[src/dcmp_pkg.sv]
package dcmp_pkg;
    // register byte offsets
    localparam logic [11:0] DCMP_CFG0_OFF      = 12'h000;
    localparam logic [11:0] DCMP_CFG1_OFF      = 12'h004;
    localparam logic [11:0] DCMP_PWR_OFF       = 12'h008;
    localparam logic [11:0] DCMP_STAT_OFF      = 12'h00c;
    // configuration register fields
    localparam int          DCMP_EN_BIT        = 0;
    localparam int          DCMP_PSEL_BIT      = 1;
    localparam int          DCMP_NSEL_BIT      = 2;
    localparam int          DCMP_OE_BIT        = 3;
    localparam int          DCMP_IE_BIT        = 4;
    localparam int          DCMP_OUT_BIT       = 5;
    localparam int          DCMP_FLAG_BIT      = 6;
    // power control fields
    localparam int          DCMP_OFF_BIT       = 5;
    localparam int          DCMP_IDLE_BIT      = 0;
    localparam int          DCMP_PD_BIT        = 1;
    localparam int          DCMP_TPD_BIT       = 2;
    // reset values
    localparam logic [6:0]  DCMP_CFG_RST       = 7'h00;
    localparam logic [7:0]  DCMP_PWR_RST       = 8'h00;
    // settle time in ns and clock period
    localparam int          DCMP_SETTLE_NS     = 10000;
    localparam int          DCMP_CLK_NS        = 4;
    localparam int          DCMP_SETTLE_CYC    = DCMP_SETTLE_NS / DCMP_CLK_NS;
    localparam logic [31:0] DCMP_ZERO          = 32'h0000_0000;
endpackage : dcmp_pkg

[src/dcmp_top.sv]
`timescale 1ns/1ps
`default_nettype none

// Overview of operation
// - each output is one when the selected positive input exceeds the selected negative input, readable and pinnable.
// - each comparator selects its positive input from two sources and its negative from a pin or the reference.
// - each comparator has a change flag in its configuration register set on any output change.
// - a set flag is readable by polling and requests an interrupt only when that interrupt is enabled.
// - both comparators share one interrupt request, and software reads both flags to find the source.
// - a disabled comparator has its output forced to one.
// - a low output forced high by disabling sets the flag and may interrupt.
// - comparators run on in idle and power-down but are disabled in total power-down.
// - outside total power-down an enabled change requests an interrupt and wakes the processor.
// - bit 5 of the auxiliary power control register switches both comparators off.
module dcmp_top
    import dcmp_pkg::*;
#(
    parameter int SETTLE_CYC = dcmp_pkg::DCMP_SETTLE_CYC
) (
    // clock and reset
    input  wire logic        pclk,
    input  wire logic        presetn,
    // apb slave
    input  wire logic        psel,
    input  wire logic        penable,
    input  wire logic        pwrite,
    input  wire logic [11:0] paddr,
    input  wire logic [31:0] pwdata,
    output logic      [31:0] prdata,
    output logic             pready,
    output logic             pslverr,
    // raw analog results per comparator, one per input pairing {psel,nsel}
    input  wire logic [3:0]  cmp0_raw,
    input  wire logic [3:0]  cmp1_raw,
    // analog side controls
    output logic      [1:0]  cmp_enable,
    output logic      [1:0]  pos_select,
    output logic      [1:0]  neg_select,
    output logic      [1:0]  settled,
    // pins and processor
    output logic      [1:0]  comparator_output_value,
    output logic      [1:0]  comparator_pin_oe,
    output logic             cmp_irq,
    output logic             cmp_wake
);
    import dcmp_pkg::*;

    ////////////////////////////////////////////////////////////////////////////
    // apb decode
    wire wr_en    = psel & penable & pwrite;
    wire hit_cfg0 = (paddr == DCMP_CFG0_OFF);
    wire hit_cfg1 = (paddr == DCMP_CFG1_OFF);
    wire hit_pwr  = (paddr == DCMP_PWR_OFF);
    wire hit_stat = (paddr == DCMP_STAT_OFF);
    wire hit_any  = hit_cfg0 | hit_cfg1 | hit_pwr | hit_stat;

    logic [4:0] cfg0_q, cfg1_q;       // en, psel, nsel, oe, ie
    logic [7:0] pwr_q;
    logic [1:0] flag_q;
    logic [1:0] co_q;
    logic [3:0] s0a_q, s0b_q, s1a_q, s1b_q;
    logic [1:0] prev_q;

    // single-cycle answer, unmapped addresses give an error
    assign pready  = 1'b1;
    assign pslverr = psel & penable & ~hit_any;

    ////////////////////////////////////////////////////////////////////////////
    // power gating
    wire       tpd    = pwr_q[DCMP_TPD_BIT];
    wire       all_off = pwr_q[DCMP_OFF_BIT] | tpd;
    // idle and power-down leave comparators running; total power-down kills them
    assign cmp_enable = {cfg1_q[DCMP_EN_BIT], cfg0_q[DCMP_EN_BIT]} & {2{~all_off}};
    assign pos_select = {cfg1_q[DCMP_PSEL_BIT], cfg0_q[DCMP_PSEL_BIT]};
    assign neg_select = {cfg1_q[DCMP_NSEL_BIT], cfg0_q[DCMP_NSEL_BIT]};

    ////////////////////////////////////////////////////////////////////////////
    // synchroniser; first stage read only by second
    always_ff @(posedge pclk or negedge presetn) begin
        if (!presetn) begin
            s0a_q <= 4'h0;
            s0b_q <= 4'h0;
            s1a_q <= 4'h0;
            s1b_q <= 4'h0;
        end else begin
            s0a_q <= cmp0_raw;
            s0b_q <= s0a_q;
            s1a_q <= cmp1_raw;
            s1b_q <= s1a_q;
        end
    end

    // pick the synchronised result of the selected input pairing
    wire [1:0] idx0 = {cfg0_q[DCMP_PSEL_BIT], cfg0_q[DCMP_NSEL_BIT]};
    wire [1:0] idx1 = {cfg1_q[DCMP_PSEL_BIT], cfg1_q[DCMP_NSEL_BIT]};
    wire       sel0 = s0b_q[idx0];
    wire       sel1 = s1b_q[idx1];
    // disabled comparator reads as one
    wire [1:0] co_d = {sel1 | ~cmp_enable[1], sel0 | ~cmp_enable[0]};

    always_ff @(posedge pclk or negedge presetn) begin
        if (!presetn) begin
            co_q <= 2'b11;
        end else begin
            co_q <= co_d;
        end
    end
    assign comparator_output_value = co_q;
    assign comparator_pin_oe = {cfg1_q[DCMP_OE_BIT], cfg0_q[DCMP_OE_BIT]};

    ////////////////////////////////////////////////////////////////////////////
    // edge detect and sticky flags
    always_ff @(posedge pclk or negedge presetn) begin
        if (!presetn) begin
            prev_q <= 2'b11;
        end else begin
            prev_q <= co_q;
        end
    end
    wire [1:0] change = prev_q ^ co_q;

    // clear by writing zero to the flag bit; a same-cycle change keeps it set
    wire [1:0] clr = {wr_en & hit_cfg1 & ~pwdata[DCMP_FLAG_BIT],
                      wr_en & hit_cfg0 & ~pwdata[DCMP_FLAG_BIT]};
    wire [1:0] flag_d = change | (flag_q & ~clr);

    always_ff @(posedge pclk or negedge presetn) begin
        if (!presetn) begin
            flag_q <= 2'b00;
        end else begin
            flag_q <= flag_d;
        end
    end

    ////////////////////////////////////////////////////////////////////////////
    // shared interrupt and wake
    wire [1:0] ie  = {cfg1_q[DCMP_IE_BIT], cfg0_q[DCMP_IE_BIT]};
    assign cmp_irq  = |(flag_q & ie);
    assign cmp_wake = cmp_irq & ~tpd;

    ////////////////////////////////////////////////////////////////////////////
    // settle timers, status only; software owns the wait
    localparam int SW = $clog2(SETTLE_CYC + 1);
    logic [SW-1:0] cnt0_q, cnt1_q;
    wire  [SW-1:0] cnt_max = SW'(SETTLE_CYC);
    always_ff @(posedge pclk or negedge presetn) begin
        if (!presetn) begin
            cnt0_q <= '0;
            cnt1_q <= '0;
        end else begin
            cnt0_q <= !cmp_enable[0] ? '0 : (cnt0_q == cnt_max ? cnt0_q : cnt0_q + 1'b1);
            cnt1_q <= !cmp_enable[1] ? '0 : (cnt1_q == cnt_max ? cnt1_q : cnt1_q + 1'b1);
        end
    end
    assign settled = {cnt1_q == cnt_max, cnt0_q == cnt_max};

    ////////////////////////////////////////////////////////////////////////////
    // register writes
    always_ff @(posedge pclk or negedge presetn) begin
        if (!presetn) begin
            cfg0_q <= DCMP_CFG_RST[4:0];
            cfg1_q <= DCMP_CFG_RST[4:0];
            pwr_q  <= DCMP_PWR_RST;
        end else begin
            if (wr_en && hit_cfg0) begin
                cfg0_q <= pwdata[4:0];
            end
            if (wr_en && hit_cfg1) begin
                cfg1_q <= pwdata[4:0];
            end
            if (wr_en && hit_pwr) begin
                pwr_q <= pwdata[7:0];
            end
        end
    end

    ////////////////////////////////////////////////////////////////////////////
    // read mux, registered data on each setup cycle
    wire [31:0] rd_cfg0 = {25'h0, flag_q[0], co_q[0], cfg0_q};
    wire [31:0] rd_cfg1 = {25'h0, flag_q[1], co_q[1], cfg1_q};
    wire [31:0] rd_pwr  = {24'h0, pwr_q};
    wire [31:0] rd_stat = {26'h0, settled, flag_q, co_q};
    wire [31:0] rd_mux  = hit_cfg0 ? rd_cfg0 :
                          hit_cfg1 ? rd_cfg1 :
                          hit_pwr  ? rd_pwr  :
                          hit_stat ? rd_stat : DCMP_ZERO;
    always_ff @(posedge pclk or negedge presetn) begin
        if (!presetn) begin
            prdata <= DCMP_ZERO;
        end else if (psel && !penable) begin
            prdata <= rd_mux;
        end
    end
endmodule : dcmp_top

`default_nettype wire

[config.mk]
export PLATFORM = sky130hd
export DESIGN_NAME = dcmp_top
export DESIGN_NICKNAME = d
export VERILOG_FILES = /design/src/dcmp_pkg.sv /design/src/dcmp_top.sv
export SDC_FILE = /design/constraint.sdc
export NUM_CORES = 1
export LEC_CHECK = 0
export BUFFER_PORTS_ARGS = -buffer_cell sky130_fd_sc_hd__buf_4
export CORE_MARGIN = 2
export CORE_UTILIZATION = 40
export CTS_BUF_LIST = sky130_fd_sc_hd__clkbuf_16
export CTS_CLUSTER_DIAMETER = 120
export CTS_CLUSTER_SIZE = 40
export DETAILED_ROUTE_END_ITERATION = 10
export GPL_ROUTABILITY_DRIVEN = 0
export PLACE_DENSITY_LB_ADDON = 0.2
export SYNTH_ARGS = -nofsm -noshare
export SYNTH_HDL_FRONTEND = slang
export SYNTH_SLANG_ARGS = --single-unit
[constraint.sdc]
create_clock -name pclk -period 3.1 [get_ports pclk]
set_input_delay 0.62 -clock pclk [delete_from_list [all_inputs] [get_ports pclk]]
set_output_delay 0.62 -clock pclk [all_outputs]
set_load 0.005 [all_outputs]
==> reports/qor.csv <==
metric,value,unit
antenna-violating nets left,0,
die area,9416,sq um
Yosys cell types,41,
Tot GR Track Use,14.81,%
total length of routed wires,6.512,mm
Post-route DRC,0,
"Clk pin slew, worst setup/hold paths",0.06,ns
Resize count post-CTS,0,
Routed WL per cell,14.10,microns
area of the multi-input gates,1415,sq um
Fin Clk Skew,0.005227,ns
DP Wirelength,4.546,mm
fin crit period,2.438,ns
total grt overflow,0,
CTS root buffer,clkbuf_16,
"Hold-fix buffers, CTS",0,
"Primary FF master, synth",dfrtp_1,
final design utilization,49.65,%
MaxCap Viol Count,0,
"commonest non-fill, non-tap cell in the layout",dfrtp_1,
num rows,33,
Synth Area per Inst,11.39,sq um
CTS H-tree depth,3,
dominant cell type by area after synthesis,dfrtp_1,
most frequent cells in the layout,"dfrtp_1, buf_4, conb_1",
maximum vdd drop,351.7,uV
Async SR Flop Fraction,100.0,%
setup violators final,0,
DRT Pass-1 Iters,4,
total power divided by cell area,508.3,nW/um^2
CP required,2.48,ns
number of synthesized flops with an enable pin,0,
RSZ-0062 raised after global routing,no,
"Hold Violations, Final",0,
Die Width,97.04,microns
Leak,1.848,nW
share of cells above drive strength 1,29.13,%
f_max,410.1,MHz
Top-Level Pins,105,
Mapped Cells,304,
postcts setup bufs,0,
final net count,413,
Die H,97.04,microns
crit path DAT,1.82,ns
FF/Latch Area,1807,sq um
initial antenna violation count,0,
largest net degree at the start of global routing,73,
worst relative slew slack,40.94,%
vias in the first global route,2303,
"Worst Path Class, Setup",in2out,
clk sinks,72,
"Clk Latency, worst-skew pair",0.33,ns
setup TNS,0,ns
core area,8299,sq um
PortBufs,55,
outcome,finished clean,
Clock Path Buffers,2,
startpoint class of the critical path,input pin,
P&R area growth vs syn,19.01,%
Setup crit end kind,primary output,
CTS tree,done,
worst min path class,reg2reg,
filler instances,760,
DR iter-0 viols,78,
sequential share of the synthesized area,52.19,%
first-pass GRT wire length,11.20,mm
"Max FO, Critical Path",7,
Yosys reg bits,72,
yosys warns,0,
initial core utilization,41.72,%
top post-synthesis cells by area,"dfrtp_1, buf_4, mux2_2",
Mapped Area,3462,sq um
worst slew pin tran,0.8859,ns
DR vias,2248,
post-synth top area share,49.15,%
number of buffers created by CTS,9,
Diodes inserted,0,
Max Transition Viols Final,0,
DR vias/cell,4.866,
final worst-path cycle share,78.66,%
-- Yosys cell counts (6+ instances only) --
library cell,instances
buf_4,31
nor3_1,6
nand3_1,9
o21ai_0,15
nor2_1,19
nand4_1,7
a21oi_1,10
clkbuf_1,9
nand2_1,19
or3_1,8
dfrtp_1,68
inv_1,13
mux4_2,6
mux2_2,13
xnor2_1,12
-- final cells by class --
class	count	share of cell area (%)
flip-flops and latches	72	43.85
multi-input cells	201	34.35
repair buffers	55	10.02
clock buffers	9	5.466
well taps	105	3.189
clock inverters	7	1.944
inverters	13	1.184
-- worst max-delay path, stage by stage --
cell and delay, ns:
buf_4 0.12, nor4_4 0.43, nand3_1 0.26, and3_1 0.26, buf_4 0.13
-- where the power goes --
part	switching (mW)	leakage (nW)	internal [mW]
registers	0.00252	0.945	0.951
clock network	0.415	0.148	0.632
logic	0.0537	0.756	0.0392
total	0.472	1.85	1.62
-- per-stage QoR --
| step | worst slack, ns | power, mW | instance area, sq um | std cells | hold slack [ns] |
|---|---|---|---|---|---|
| finish | 0.6615 | 2.094 | 4120 | 462 | 0.3473 |
| floorplan | 0.9696 | 1.026 | 3548 | 327 | 0.3244 |
| global placement | 0.6341 | 1.065 | 3815 | 446 | 0.3333 |
| global route | 0.4897 | 2.173 | 4120 | 462 | 0.3524 |
| detailed placement | 0.6236 | 1.066 | 3815 | 446 | 0.3347 |
| CTS | 0.6360 | 2.122 | 4120 | 462 | 0.3482 |
-- flip-flops by register name, indices dropped and copies added, names as in the netlist --
signal	flops
pwr_q	8
cnt0_q	12
cfg1_q	5
s1b_q	4
cfg0_q	5
comparator_output_value	2
prev_q	2
s0a_q	4
flag_q	2
s1a_q	4
s0b_q	4
cnt1_q	12
prdata	8
-- logic make-up after synthesis --
logic type	Yosys count	share of synthesized area (%)
AO/OA/AOI/OAI	36	6.072
XOR/XNOR	14	3.542
adder cells (fa/ha/maj)	4	1.446
buffers and inverters	54	9.433
flip-flops	72	52.19
multiplexers	27	11.17
other	2	0.2169
AND/OR/NAND/NOR	95	15.94
-- routing by layer --
layer,part of all wire [%],track usage [%]
met2,45,22.28
met4,0.91,4.442
met3,7.0,5.419
met1,47,20.11
met5,0,0
-- path summary, 6_finish.rpt --
check	start	end	slack, ns	cells past startpoint
setup / recovery	paddr[1]	pslverr	0.66	5
hold / removal	s1a_q[1]$_DFF_PN0_	s1b_q[1]$_DFF_PN0_	0.35	0
setup reg to reg	cnt1_q[0]$_DFFE_PN0P_	prdata[5]$_DFFE_PN0P_	1.23	6
hold reg to reg	s1a_q[1]$_DFF_PN0_	s1b_q[1]$_DFF_PN0_	0.35	0
max in group asynchronous	presetn	cfg1_q[2]$_DFFE_PN0P_	2.12	1
min in group asynchronous	presetn	cnt1_q[11]$_DFFE_PN0P_	0.40	1
(Power assumes the default switching activity.)
